<file path="src/logic/pcts_pkg.sv">
package pcts_pkg;
  // ==========================================================
  // widths and channel count
  localparam int NCH = 6;
  localparam int DW  = 8;
  localparam int AW  = 5;
  // ==========================================================
  // register map (byte index on the plain port)
  localparam logic [4:0] ADDR_CNT0   = 5'h00;  // counters 0..5 at 0x00..0x05
  localparam logic [4:0] ADDR_PER0   = 5'h08;  // periods 0..5 at 0x08..0x0D
  localparam logic [4:0] ADDR_DTY0   = 5'h10;  // duties 0..5 at 0x10..0x15
  localparam logic [4:0] ADDR_RUN    = 5'h18;  // channel run bits
  localparam logic [4:0] ADDR_CAE    = 5'h19;  // center align select
  localparam logic [4:0] ADDR_POL    = 5'h1A;  // start level select
  localparam logic [4:0] ADDR_CAT    = 5'h1B;  // bit0: concatenate 4 and 5
  localparam logic [4:0] ADDR_SDN    = 5'h1C;  // emergency shutdown control
  localparam logic [4:0] ADDR_SCTA   = 5'h1D;  // scale counter test a
  localparam logic [4:0] ADDR_SCTB   = 5'h1E;  // scale counter test b
  // ==========================================================
  // shutdown register fields
  localparam int SDN_FLAG  = 7;
  localparam int SDN_IE    = 6;
  localparam int SDN_RSTRT = 5;
  localparam int SDN_LVL   = 4;
  localparam int SDN_PIN   = 2;
  localparam int SDN_INL   = 1;
  localparam int SDN_ENA   = 0;
  // ==========================================================
  // reset values
  localparam logic [7:0] RST_BYTE = 8'h00;
endpackage

</file>
<file path="src/logic/pcts_timer.sv">
// The implementer's own choices: the address map and the strobed register port.
`timescale 1ns/100ps
module pcts_timer
  import pcts_pkg::*;
(
  // clock and reset
  input  wire logic                      clock_i,
  input  wire logic                      rst_n_i,
  input  wire logic                      clk_en_i,
  // register port
  input  wire logic [pcts_pkg::AW-1:0]   addr_i,
  input  wire logic [pcts_pkg::DW-1:0]   wdata_i,
  input  wire logic                      wr_i,
  input  wire logic                      rd_i,
  output logic      [pcts_pkg::DW-1:0]   rdata_o,
  // channel clock ticks, one per channel
  input  wire logic [pcts_pkg::NCH-1:0]  tick_i,
  // channel 5 shutdown pin
  input  wire logic                      ch5_pin_i,
  output logic                           ch5_oe_o,
  // outputs
  output logic      [pcts_pkg::NCH-1:0]  pwm_o,
  output logic                           irq_o
);
  import pcts_pkg::*;

  // ==========================================================
  // register state
  logic [DW-1:0]  cnt_r  [NCH];
  logic [DW-1:0]  perb_r [NCH];
  logic [DW-1:0]  pera_r [NCH];
  logic [DW-1:0]  dtyb_r [NCH];
  logic [DW-1:0]  dtya_r [NCH];
  logic [NCH-1:0] down_r;
  logic [NCH-1:0] out_r;
  logic [NCH-1:0] run_r;
  logic [NCH-1:0] cae_r;
  logic [NCH-1:0] pol_r;
  logic           cat_r;
  logic           flag_r;
  logic           ie_r;
  logic           lvl_r;
  logic           inl_r;
  logic           ena_r;
  logic           hold_r;
  logic [2:0]     pin_sync_r;
  logic           pin_last_r;

  // ==========================================================
  // decode helpers
  function automatic logic in_group(input logic [AW-1:0] a, input logic [AW-1:0] base);
    in_group = (a >= base) && (a < base + 5'(NCH));
  endfunction

  function automatic logic [2:0] group_idx(input logic [AW-1:0] a, input logic [AW-1:0] base);
    logic [AW-1:0] d;
    d = a - base;
    group_idx = d[2:0];
  endfunction

  // ==========================================================
  // pin synchroniser, change counts when stages two and three agree
  logic pin_lvl;
  logic pin_act;
  logic pin_evt;
  always_ff @(posedge clock_i or negedge rst_n_i) begin
    if (!rst_n_i) begin
      pin_sync_r <= 3'h0;
    end else if (clk_en_i) begin
      pin_sync_r <= {pin_sync_r[1:0], ch5_pin_i};
    end
  end
  // stable level once stages two and three agree
  always_ff @(posedge clock_i or negedge rst_n_i) begin
    if (!rst_n_i) begin
      pin_last_r <= 1'b0;
    end else if (clk_en_i && (pin_sync_r[1] == pin_sync_r[2])) begin
      pin_last_r <= pin_sync_r[2];
    end
  end
  assign pin_lvl = pin_last_r;
  assign pin_act = ena_r && (pin_lvl == inl_r);
  assign pin_evt = clk_en_i && ena_r && (pin_sync_r[1] == pin_sync_r[2]) && (pin_sync_r[2] != pin_last_r);

  // ==========================================================
  // write decode
  logic       wr_cnt;
  logic       wr_per;
  logic       wr_dty;
  logic [2:0] widx;
  logic       wr_sdn;
  assign wr_cnt = wr_i && in_group(addr_i, ADDR_CNT0);
  assign wr_per = wr_i && in_group(addr_i, ADDR_PER0);
  assign wr_dty = wr_i && in_group(addr_i, ADDR_DTY0);
  assign wr_sdn = wr_i && (addr_i == ADDR_SDN);
  assign widx   = wr_cnt ? group_idx(addr_i, ADDR_CNT0) :
                  wr_per ? group_idx(addr_i, ADDR_PER0) : group_idx(addr_i, ADDR_DTY0);

  // ==========================================================
  // control registers
  always_ff @(posedge clock_i or negedge rst_n_i) begin
    if (!rst_n_i) begin
      run_r <= '0;
      cae_r <= '0;
      pol_r <= '0;
      cat_r <= 1'b0;
    end else if (clk_en_i && wr_i) begin
      if (addr_i == ADDR_RUN) run_r <= wdata_i[NCH-1:0];
      if (addr_i == ADDR_CAE) cae_r <= wdata_i[NCH-1:0];
      if (addr_i == ADDR_POL) pol_r <= wdata_i[NCH-1:0];
      if (addr_i == ADDR_CAT) cat_r <= wdata_i[0];
    end
  end

  // ==========================================================
  // shutdown control register
  always_ff @(posedge clock_i or negedge rst_n_i) begin
    if (!rst_n_i) begin
      ie_r  <= 1'b0;
      lvl_r <= 1'b0;
      inl_r <= 1'b0;
      ena_r <= 1'b0;
    end else if (clk_en_i && wr_sdn) begin
      ie_r  <= wdata_i[SDN_IE];
      lvl_r <= wdata_i[SDN_LVL];
      inl_r <= wdata_i[SDN_INL];
      ena_r <= wdata_i[SDN_ENA];
    end
  end

  // change flag: set wins over a clear in the same cycle
  always_ff @(posedge clock_i or negedge rst_n_i) begin
    if (!rst_n_i) begin
      flag_r <= 1'b0;
    end else if (clk_en_i) begin
      if (pin_evt) begin
        flag_r <= 1'b1;
      end else if (wr_sdn && wdata_i[SDN_FLAG]) begin
        flag_r <= 1'b0;
      end
    end
  end

  // ==========================================================
  // shutdown hold: set while active, released at counter zero after restart
  logic [NCH-1:0] at_zero;
  logic           restart_ok;
  logic           enable_drop;
  assign restart_ok  = wr_sdn && wdata_i[SDN_RSTRT] && !pin_act;
  // with the enable low a held shutdown is released at the next zero, as after a restart
  assign enable_drop = !ena_r;
  logic           rel_pend_r;
  always_ff @(posedge clock_i or negedge rst_n_i) begin
    if (!rst_n_i) begin
      hold_r     <= 1'b0;
      rel_pend_r <= 1'b0;
    end else if (clk_en_i) begin
      if (pin_act) begin
        hold_r     <= 1'b1;
        rel_pend_r <= 1'b0;
      end else if (rel_pend_r && |(at_zero & run_r)) begin
        hold_r     <= 1'b0;
        rel_pend_r <= 1'b0;
      end else if (hold_r && (restart_ok || enable_drop)) begin
        rel_pend_r <= 1'b1;
      end
    end
  end

  // ==========================================================
  // channel counters, buffers and outputs
  logic [15:0] cat_cnt;
  logic [15:0] cat_per;
  logic [15:0] cat_dty;
  logic        cat_end;
  logic        cat_top;
  assign cat_cnt = {cnt_r[4], cnt_r[5]};
  assign cat_per = {pera_r[4], pera_r[5]};
  assign cat_dty = {dtya_r[4], dtya_r[5]};
  assign cat_top = cae_r[5] ? (cat_cnt >= cat_per) : (cat_cnt + 16'h0001 >= cat_per);
  assign cat_end = cae_r[5] ? (((down_r[5] || cat_per == 16'h0001) && cat_cnt == 16'h0001) || cat_per == 16'h0000)
                            : cat_top;

  generate
    for (genvar c = 0; c < NCH; c++) begin : g_ch
      logic       in_cat;
      logic       lead;
      logic       step;
      logic       cwr;
      logic       pend;
      logic       match;
      logic       top;
      assign in_cat = cat_r && (c == 4 || c == 5);
      assign lead   = in_cat ? run_r[5] : run_r[c];
      assign step   = clk_en_i && lead && (in_cat ? tick_i[5] : tick_i[c]);
      // counter write, either byte resets the joined pair
      assign cwr    = wr_cnt && ((widx == 3'(c)) || (in_cat && (widx == 3'd4 || widx == 3'd5)));
      assign top    = cae_r[c] ? (cnt_r[c] >= pera_r[c]) : (cnt_r[c] + 8'h01 >= pera_r[c]);
      // period completes: left at period-1, center when back at 1 on the way down
      assign pend   = in_cat ? cat_end :
                      cae_r[c] ? (((down_r[c] || pera_r[c] == 8'h01) && cnt_r[c] == 8'h01)
                                  || pera_r[c] == 8'h00) : top;
      // duty reached: from the match on while counting up, above it on the way down
      assign match  = in_cat ? (down_r[5] ? (cat_cnt > cat_dty) : (cat_cnt >= cat_dty))
                             : (down_r[c] ? (cnt_r[c] > dtya_r[c]) : (cnt_r[c] >= dtya_r[c]));
      assign at_zero[c] = (cnt_r[c] == 8'h00);

      // buffers always take the written value, reads return them
      always_ff @(posedge clock_i or negedge rst_n_i) begin
        if (!rst_n_i) begin
          perb_r[c] <= RST_BYTE;
          dtyb_r[c] <= RST_BYTE;
        end else if (clk_en_i) begin
          if (wr_per && widx == 3'(c)) perb_r[c] <= wdata_i;
          if (wr_dty && widx == 3'(c)) dtyb_r[c] <= wdata_i;
        end
      end

      // active latches load on period end, counter write or while disabled
      always_ff @(posedge clock_i or negedge rst_n_i) begin
        if (!rst_n_i) begin
          pera_r[c] <= RST_BYTE;
          dtya_r[c] <= RST_BYTE;
        end else if (clk_en_i) begin
          if (!lead) begin
            pera_r[c] <= (wr_per && widx == 3'(c)) ? wdata_i : perb_r[c];
            dtya_r[c] <= (wr_dty && widx == 3'(c)) ? wdata_i : dtyb_r[c];
          end else if (cwr || (step && pend)) begin
            pera_r[c] <= perb_r[c];
            dtya_r[c] <= dtyb_r[c];
          end
        end
      end

      // counter and direction
      always_ff @(posedge clock_i or negedge rst_n_i) begin
        if (!rst_n_i) begin
          cnt_r[c]  <= RST_BYTE;
          down_r[c] <= 1'b0;
        end else if (clk_en_i) begin
          if (cwr) begin
            cnt_r[c]  <= RST_BYTE;
            down_r[c] <= 1'b0;
          end else if (step) begin
            if (pend) begin
              cnt_r[c]  <= RST_BYTE;
              down_r[c] <= 1'b0;
            end else if (in_cat) begin
              // joined pair steps as one 16-bit value
              if (c == 5) cnt_r[c] <= down_r[5] ? 8'(cat_cnt - 16'h0001) : 8'(cat_cnt + 16'h0001);
              else cnt_r[c] <= down_r[5] ? 8'((cat_cnt - 16'h0001) >> 8) : 8'((cat_cnt + 16'h0001) >> 8);
              if (cae_r[5] && cat_top) down_r[c] <= 1'b1;
            end else if (cae_r[c] && (down_r[c] || top)) begin
              cnt_r[c]  <= cnt_r[c] - 8'h01;
              down_r[c] <= 1'b1;
            end else begin
              cnt_r[c]  <= cnt_r[c] + 8'h01;
            end
          end  // holds while not running
        end
      end

      // waveform flip-flop, forced level wins while shut down if the channel's run bit is set
      always_ff @(posedge clock_i or negedge rst_n_i) begin
        if (!rst_n_i) begin
          out_r[c] <= 1'b0;
        end else if (clk_en_i) begin
          // level follows the count, so each match toggles it once in either direction
          if ((pin_act || hold_r) && run_r[c]) begin
            out_r[c] <= lvl_r;
          end else if (!lead) begin
            out_r[c] <= pol_r[in_cat ? 5 : c];
          end else begin
            out_r[c] <= pol_r[in_cat ? 5 : c] ^ match;
          end
        end
      end
    end
  endgenerate

  // ==========================================================
  // registered outputs
  always_ff @(posedge clock_i or negedge rst_n_i) begin
    if (!rst_n_i) begin
      pwm_o    <= '0;
      irq_o    <= 1'b0;
      ch5_oe_o <= 1'b0;
    end else if (clk_en_i) begin
      pwm_o    <= cat_r ? {out_r[5], 1'b0, out_r[3:0]} : out_r;
      irq_o    <= flag_r && ie_r;
      ch5_oe_o <= !ena_r && run_r[5];
    end
  end

  // ==========================================================
  // read mux, data one cycle after the strobe, no side effects
  logic [DW-1:0] rd_mux;
  always_comb begin
    rd_mux = RST_BYTE;
    if (in_group(addr_i, ADDR_CNT0)) rd_mux = cnt_r[group_idx(addr_i, ADDR_CNT0)];
    else if (in_group(addr_i, ADDR_PER0)) rd_mux = perb_r[group_idx(addr_i, ADDR_PER0)];
    else if (in_group(addr_i, ADDR_DTY0)) rd_mux = dtyb_r[group_idx(addr_i, ADDR_DTY0)];
    else if (addr_i == ADDR_RUN) rd_mux = {2'b00, run_r};
    else if (addr_i == ADDR_CAE) rd_mux = {2'b00, cae_r};
    else if (addr_i == ADDR_POL) rd_mux = {2'b00, pol_r};
    else if (addr_i == ADDR_CAT) rd_mux = {7'h00, cat_r};
    else if (addr_i == ADDR_SDN) rd_mux = {flag_r, ie_r, 1'b0, lvl_r, 1'b0, pin_lvl, inl_r, ena_r};
  end
  always_ff @(posedge clock_i or negedge rst_n_i) begin
    if (!rst_n_i) begin
      rdata_o <= RST_BYTE;
    end else if (clk_en_i) begin
      rdata_o <= rd_i ? rd_mux : RST_BYTE;
    end
  end

  // ==========================================================
  // assertions
  flag_sets_a: assert property (@(posedge clock_i) disable iff (!rst_n_i)
    pin_evt |=> flag_r) else $error("change flag not set");
  irq_follow_a: assert property (@(posedge clock_i) disable iff (!rst_n_i)
    clk_en_i |=> irq_o == $past(flag_r && ie_r)) else $error("irq mismatch");
  cnt_clear_a: assert property (@(posedge clock_i) disable iff (!rst_n_i)
    (clk_en_i && wr_cnt && widx == 3'd0) |=> cnt_r[0] == 8'h00 && !down_r[0]) else $error("counter not cleared");
  cnt_hold_a: assert property (@(posedge clock_i) disable iff (!rst_n_i)
    (!run_r[0] && !cat_r && !wr_cnt) |=> $stable(cnt_r[0])) else $error("counter moved");
  rstrt_zero_a: assert property (@(posedge clock_i) disable iff (!rst_n_i)
    clk_en_i && rd_i && addr_i == ADDR_SDN |=> !rdata_o[SDN_RSTRT]) else $error("restart bit read one");
  force_lvl_a: assert property (@(posedge clock_i) disable iff (!rst_n_i)
    (clk_en_i && pin_act && run_r[0]) |=> out_r[0] == $past(lvl_r)) else $error("not forced");
  left_wrap_a: assert property (@(posedge clock_i) disable iff (!rst_n_i)
    (clk_en_i && !cat_r && !cae_r[0] && run_r[0] && tick_i[0] && !wr_cnt && pera_r[0] != 8'h00
     && cnt_r[0] + 8'h01 == pera_r[0]) |=> cnt_r[0] == 8'h00) else $error("no wrap");
  dis_load_a: assert property (@(posedge clock_i) disable iff (!rst_n_i)
    (clk_en_i && !run_r[1] && wr_per && widx == 3'd1) |=> pera_r[1] == $past(wdata_i)) else $error("no direct load");
  pin_stat_a: assert property (@(posedge clock_i) disable iff (!rst_n_i)
    clk_en_i && rd_i && addr_i == ADDR_SDN |=> rdata_o[SDN_PIN] == $past(pin_lvl)) else $error("pin status wrong");
  duty_low_a: assert property (@(posedge clock_i) disable iff (!rst_n_i)
    (clk_en_i && run_r[0] && !cat_r && !pin_act && !hold_r && !cae_r[0] && cnt_r[0] < dtya_r[0])
    |=> out_r[0] == $past(pol_r[0])) else $error("start level lost");
  center_turn_a: assert property (@(posedge clock_i) disable iff (!rst_n_i)
    (clk_en_i && !cat_r && cae_r[1] && run_r[1] && tick_i[1] && !wr_cnt && !down_r[1]
     && cnt_r[1] == pera_r[1] && pera_r[1] > 8'h01) |=> down_r[1] && cnt_r[1] == $past(cnt_r[1]) - 8'h01)
    else $error("no turn at top");
  flag_c: cover property (@(posedge clock_i) disable iff (!rst_n_i) pin_evt ##1 flag_r);
  center_c: cover property (@(posedge clock_i) disable iff (!rst_n_i) cae_r[1] && down_r[1] && cnt_r[1] == 8'h01);
  release_c: cover property (@(posedge clock_i) disable iff (!rst_n_i) hold_r ##1 !hold_r);
  cat_c: cover property (@(posedge clock_i) disable iff (!rst_n_i) cat_r && run_r[5] && cnt_r[5] == 8'hFF);
endmodule

</file>
<file path="config.mk">
export PLATFORM = sky130hd
export DESIGN_NAME = pcts_timer
export DESIGN_NICKNAME = d
export VERILOG_FILES = /design/src/logic/pcts_pkg.sv /design/src/logic/pcts_timer.sv
export SDC_FILE = /design/constraint.sdc
export NUM_CORES = 1
export LEC_CHECK = 0
export BUFFER_PORTS_ARGS = -buffer_cell sky130_fd_sc_hd__buf_4
export CAP_MARGIN = 25
export CORE_MARGIN = 10
export CORE_UTILIZATION = 35
export DETAILED_ROUTE_END_ITERATION = 16
export PLACE_DENSITY = 0.6
export SKIP_CTS_REPAIR_TIMING = 1
export SLEW_MARGIN = 30
export SYNTH_ARGS = -nofsm -noshare
export SYNTH_HDL_FRONTEND = slang
export SYNTH_SLANG_ARGS = --single-unit
</file>
<file path="constraint.sdc">
create_clock -name clock_i -period 11.4 [get_ports clock_i]
set_input_delay 0.57 -clock clock_i [delete_from_list [all_inputs] [get_ports clock_i]]
set_output_delay 0.57 -clock clock_i [all_outputs]
set_load 0.05 [all_outputs]
</file>
Word-level counts from Yosys, hierarchy flattened --
Cells that the tools add are included.
Word-level totals: register bits after elaboration 298, input port bits 25, output and inout bits 16, logic and storage cells 486
Cells by class: $add $sub $neg 16, $lt $le $gt $ge 38, equality and inequality tests 35, mux-type cells 162, bitwise logic cells 10, reductions and logical operators 166
Operators with widths (count):
- $mux 8 | 79
- $ge 8x8->1 | 18
- $eq 8x1->1 const B | 12
- $logic_not 8->1 | 12
- $logic_and 1x1->1 | 78
- $mux 1 | 76
- $bmux 8 s3 | 3
- $add 8x1->8 const B | 6
- $ge 16x16->1 | 3
- $gt 8x8->1 | 6
- $sub 8x1->8 const B | 6
- $reduce_and 2->1 | 19
- $eq 16x1->1 const B | 2
- $logic_or 1x1->1 | 31
- $eq 5x5->1 const B | 5
- $add 16x1->16 const B | 1
- $gt 16x16->1 | 1
- $logic_not 16->1 | 1
- $reduce_bool 2->1 | 8
- $sub 16x1->16 const B | 1
- $reduce_bool 3->1 | 5
- $ge 4x4->1 const B | 3
- $ne 2x1->1 const B | 6
- $not 3->4 | 3
- other kinds (25) | 42

Longest topological paths before layout --
word-level depth 13, depth in mapped cells 17

Least setup slack after synthesis --
Ideal clock, no wire load.
path kind reg2reg, start reg cnt_r (netlist bit cat_cnt[9]), end reg dtya_r (netlist bit cat_dty[0]), library setup time 0.133 ns, arrival time 3.510 ns, required time 11.267 ns, setup slack 7.757 ns, cell stages (with the launch flop) 16, path buffers 3, clock period less this slack 3.643 ns, path through dfrtp_1 clkbuf_1 and3_1 and3_1 clkbuf_1 and3_1 nand2_1 xnor2_1 ha_1 and4_1 a2111oi_0 o21ai_0 a211o_2 a2bb2oi_1 clkbuf_1 o21ai_0
On the way: cells in the longest elaborated chain, start to end 9
Ends and longest elaborated chain:
- start: declaration | line pcts_timer.sv:29 | logic [DW-1:0] cnt_r [NCH];
- start signal: indexed assignment | line pcts_timer.sv:250 | if (c == 5) cnt_r[c] <= down_r[5] ? 8'(cat_cnt - 16'h0001) : 8'(cat_cnt + 16'h0001);
- start signal: indexed assignment | line pcts_timer.sv:251 | else cnt_r[c] <= down_r[5] ? 8'((cat_cnt - 16'h0001) >> 8) : 8'((cat_cnt + 16'h0001) >> 8);
- start signal: indexed assignment | line pcts_timer.sv:254 | cnt_r[c] <= cnt_r[c] - 8'h01;
- $add 16x1->16 / $eq 16x1->1 (equally long branches)
- $ge 16x16->1 / $logic_and 1x1->1 (equally long branches) | line pcts_timer.sv:180, pcts_timer.sv:181
- $mux 1 / $logic_or 1x1->1 (equally long branches) | line pcts_timer.sv:180, pcts_timer.sv:181
- $mux 1 (*) | line pcts_timer.sv:181 | assign cat_end = cae_r[5] ? (((down_r[5] || cat_per == 16'h0001) && cat_cnt == 16'h0001) || cat_per == 16'h000 ...
- $mux 1 (*) | line pcts_timer.sv:200 | assign pend = in_cat ? cat_end :
- $logic_and 1x1->1 (*) | line pcts_timer.sv:228 | end else if (cwr || (step && pend)) begin
- $logic_or 1x1->1 (*) | line pcts_timer.sv:228
- $ne 2x1->1 (no line) (*)
- $reduce_and 2->1 (no line) (*)
- end signal: indexed assignment | line pcts_timer.sv:227 | dtya_r[c] <= (wr_dty && widx == 3'(c)) ? wdata_i : dtyb_r[c];
- end signal: indexed assignment | line pcts_timer.sv:230 | dtya_r[c] <= dtyb_r[c];
- end: declaration | line pcts_timer.sv:33 | logic [DW-1:0] dtya_r [NCH];
Mark *: on every way between the ends. The rest lies on a longest branch, timed or not. A chain may end at the register's enable or synchronous reset.

Final worst setup path --
start reg cnt_r (netlist bit cat_cnt[8]), end reg pera_r (netlist bit cat_per[3])
On the way: cells in the longest elaborated chain, start to end 9
Ends and longest elaborated chain:
- $add 16x1->16 / $eq 16x1->1 (equally long branches)
- $ge 16x16->1 / $logic_and 1x1->1 (equally long branches) | line pcts_timer.sv:180, pcts_timer.sv:181
- $mux 1 / $logic_or 1x1->1 (equally long branches) | line pcts_timer.sv:180, pcts_timer.sv:181
- $mux 1 (*) | line pcts_timer.sv:181
- $mux 1 (*) | line pcts_timer.sv:200
- $logic_and 1x1->1 (*) | line pcts_timer.sv:228
- $logic_or 1x1->1 (*) | line pcts_timer.sv:228
- $ne 2x1->1 (no line) (*)
- $reduce_and 2->1 (no line) (*)
- end signal: indexed assignment | line pcts_timer.sv:226 | pera_r[c] <= (wr_per && widx == 3'(c)) ? wdata_i : perb_r[c];
- end signal: indexed assignment | line pcts_timer.sv:229 | pera_r[c] <= perb_r[c];
- end: declaration | line pcts_timer.sv:31 | logic [DW-1:0] pera_r [NCH];
Marked as above.

==> qor.yml <==
crit_type: "reg2reg"
n_antenna_cell: 0
rows: 88
multi_input_area_mm2: 0.0121
drt-total-wl_um: 66000
tightest_slew_ns: 0.955
grt_overflow: 0
grt_pass1_wl_um: 101000
tritoncts: "built"
avgSynthCellArea_um2: 9.56
cp_slowest_cell: "dfrtp_1"
first_global_vias: 16200
clock.fmax_mhz: 233
drive_above_1_share: 0.143
synth_seq_cells: 298
dr.pass1.iters: 7
synth_cell_types: 88
synth-edff-count: 0
final_util: 0.390
coreArea_mm2: 0.0579
leakagePower_nw: 10.3
drt-initial-drc-count: 1433
netlist_area_mm2: 0.0205
dp_hpwl_um: 47600
hold_class: "in2async"
syn_nets: 2351
viasPerCell: 5.76
endpoint_kind: "flop"
synth_seq_area_share: 0.363
peakVddDrop_v: 0.000105
finClkSkew_ns: 0.0447
arrival_ns: 4.67
gp_congestion: 0.905
clk_path_buf_depth: 3
setup_viol_count_final: 0
fin_crit_ns: 4.28
slew_headroom: 0.364
wl_per_cell_um: 22.7
die-area_mm2: 0.0688
yosys.area.top_type: "dfrtp_1"
status: "finished, final reports clean"
clk_transition_reported_paths_ns: 0.06
synth_top_area_frac: 0.363
ys.flop_type: "dfrtp_1"
die_w_um: 262
place.port_buffers: 40
clkLatencyLatePin_ns: 0.57
finalHoldViolCount: 0
syn_to_final_growth_pct: 9.85
synthCells: 2149
slowest_delay_ns: 0.62
yosysMostFrequentCell: "dfrtp_1"
cts.sinks: 298
seqCellArea_mm2: 0.00746
hold_ws_ns: 0.0290
rrSetupSlack_ns: 7.12
dp_slack_ns: 6.79
cp_cell_sequence: "ha_1 > and3_1 > nand3_1 > nor2_1 > xnor2_1 > ha_1 > a21oi_1 > a21boi_0 > a2111oi_0 > o21ai_0 > a211o_2 > a2bb2oi_4 > o21ai_0"
cts_inserted_buffers: 37
power.density_mw_per_mm2: 206
worst_slack_ns: 7.12
cts_root_buffer: "clkbuf_16"
slew_viol_final: 0
crit_required_ns: 11.78
yosysWarnings: 0
rsz0062_at_grt: "no"
maxCapViolCount: 0
ioPinCount: 41
crit_fanout: 32
finalSetupTns_ns: 0
start_kind: "flop"
num-fill-cells: 5751
ant_nets: 0
vias: 16700
drc_errors: 0
finalNetCount: 2318
start_util: 0.355
die_h_um: 262
track_usage: 0.185
grt_max_degree: 91
antenna_found_initial: 1
ys_async_sr_fraction: 1.00
synth_common_cells: "dfrtp_1 (298), nand2_1 (224), ha_1 (177)"
synthTopCellsByArea: "dfrtp_1 (36%), ha_1 (11%), mux2i_1 (7.4%)"
finalCritPeriodShare: 0.376
htree_levels: 2
[worst max-delay path, delay by kind of cell, from the launching register on]
kind	cells	cell delay, ns
xor+xnor	1	0.15
fa+ha+maj	2	0.61
flops	1	0.62
compound gates	7	2.02
simple gates	3	0.68
[final timing paths]
path                            start       endpoint  cells past startpoint
min in group clock_i        ch5_pin_i  pin_sync_r[0]                      2
max                        cat_cnt[8]     cat_per[3]                     13
min                           rst_n_i      cnt_r[26]                      1
min reg2reg                dtya_r[38]     dtya_r[38]                      2
max reg2reg                cat_cnt[8]     cat_per[3]                     13
max in group asynchronous     rst_n_i      perb_r[3]                      3
[cells in the final DEF, fill, tap and decap left out, types with 9 or more instances in the layout]
master | Yosys | layout
dfrtp_1 | 298 | 298
ha_1 | 177 | 177
a21oi_2 | 15 | 15
a22oi_1 | 10 | 10
a22o_1 | 9 | 9
nand3_1 | 59 | 59
or4_1 | 9 | 9
clkbuf_16 | 0 | 38
o21ai_0 | 171 | 171
o22ai_1 | 16 | 16
nor2_1 | 99 | 99
a211oi_1 | 15 | 15
mux4_2 | 24 | 24
nand2_1 | 224 | 224
nand2b_1 | 18 | 18
mux2_2 | 131 | 131
o31ai_1 | 13 | 13
buf_4 | 2 | 47
xor2_1 | 15 | 15
and2_1 | 9 | 9
o21a_1 | 9 | 9
clkinv_2 | 0 | 9
a31oi_1 | 14 | 14
or3_1 | 21 | 21
a21o_1 | 18 | 18
nand4_1 | 15 | 15
o211ai_1 | 9 | 9
a21oi_1 | 108 | 108
nor3_1 | 33 | 33
and3_1 | 17 | 17
nor2b_1 | 15 | 15
inv_1 | 135 | 135
xnor2_1 | 39 | 39
mux2i_1 | 152 | 152
nor4_1 | 17 | 16
[area by class of cell]
| cell class | instances | area share |
|---|---|---|
| Timing Repair Buffer | 51 | 0.0175 |
| Multi-Input combinational cell | 1590 | 0.535 |
| Inverter | 138 | 0.0229 |
| Tap cell | 765 | 0.0424 |
| Clock buffer | 47 | 0.0450 |
| Sequential cell | 298 | 0.330 |
| Clock inverter | 16 | 0.00682 |
[power breakdown]
group / total (mW) / switching, mW / internal [mW] / leakage, nW
registers: 1.65 / 0.390 / 1.26 / 3.89
clock network: 1.17 / 0.492 / 0.676 / 0.576
logic: 1.84 / 1.08 / 0.764 / 5.81
total: 4.66 / 1.96 / 2.70 / 10.3
[metal layers]
layer / vias to the layer above / share of wire / track usage
met2: 619 / 0.44 / 0.283
li1: 7708 / - / -
met1: 8312 / 0.47 / 0.265
met4: 2 / 0.025 / 0.0542
met5: - / 0.00030 / 0
met3: 102 / 0.066 / 0.0256
[cell families (layout without fill, tap and decap cells)]
logic type / Yosys count / after routing / synth area share
xor gates and xnor gates: 54 / 54 / 0.0230
adders and majority gates: 177 / 177 / 0.108
AOI/OAI and AO/OA: 486 / 486 / 0.150
muxes: 307 / 307 / 0.172
and+or+nand+nor: 566 / 566 / 0.131
buffers and inverters: 261 / 252 / 0.0531
DFF: 298 / 298 / 0.363
[through the flow]
stage	power [mW]	instances	area (µm²)
after floorplan	2.86	2149	20500
after global placement	3.39	2841	21300
after detailed placement	3.46	2842	21400
after CTS	4.65	2905	22600
after global routing	4.96	2905	22600
final	4.66	2905	22600
[registers in the layout (all words and copies together) (netlist names), 3 cells and up]
name and flops:
cat_cnt 16, perb_r 48, cat_per 16, down_r 6
dtya_r 32, out_r 6, pin_sync_r 3, cae_r 6
pwm_o 6, pol_r 6, run_r 6, cnt_r 32
cat_dty 16, rdata_o 8, dtyb_r 48, pera_r 32
Note: power is estimated with default switching activity, not from simulation.
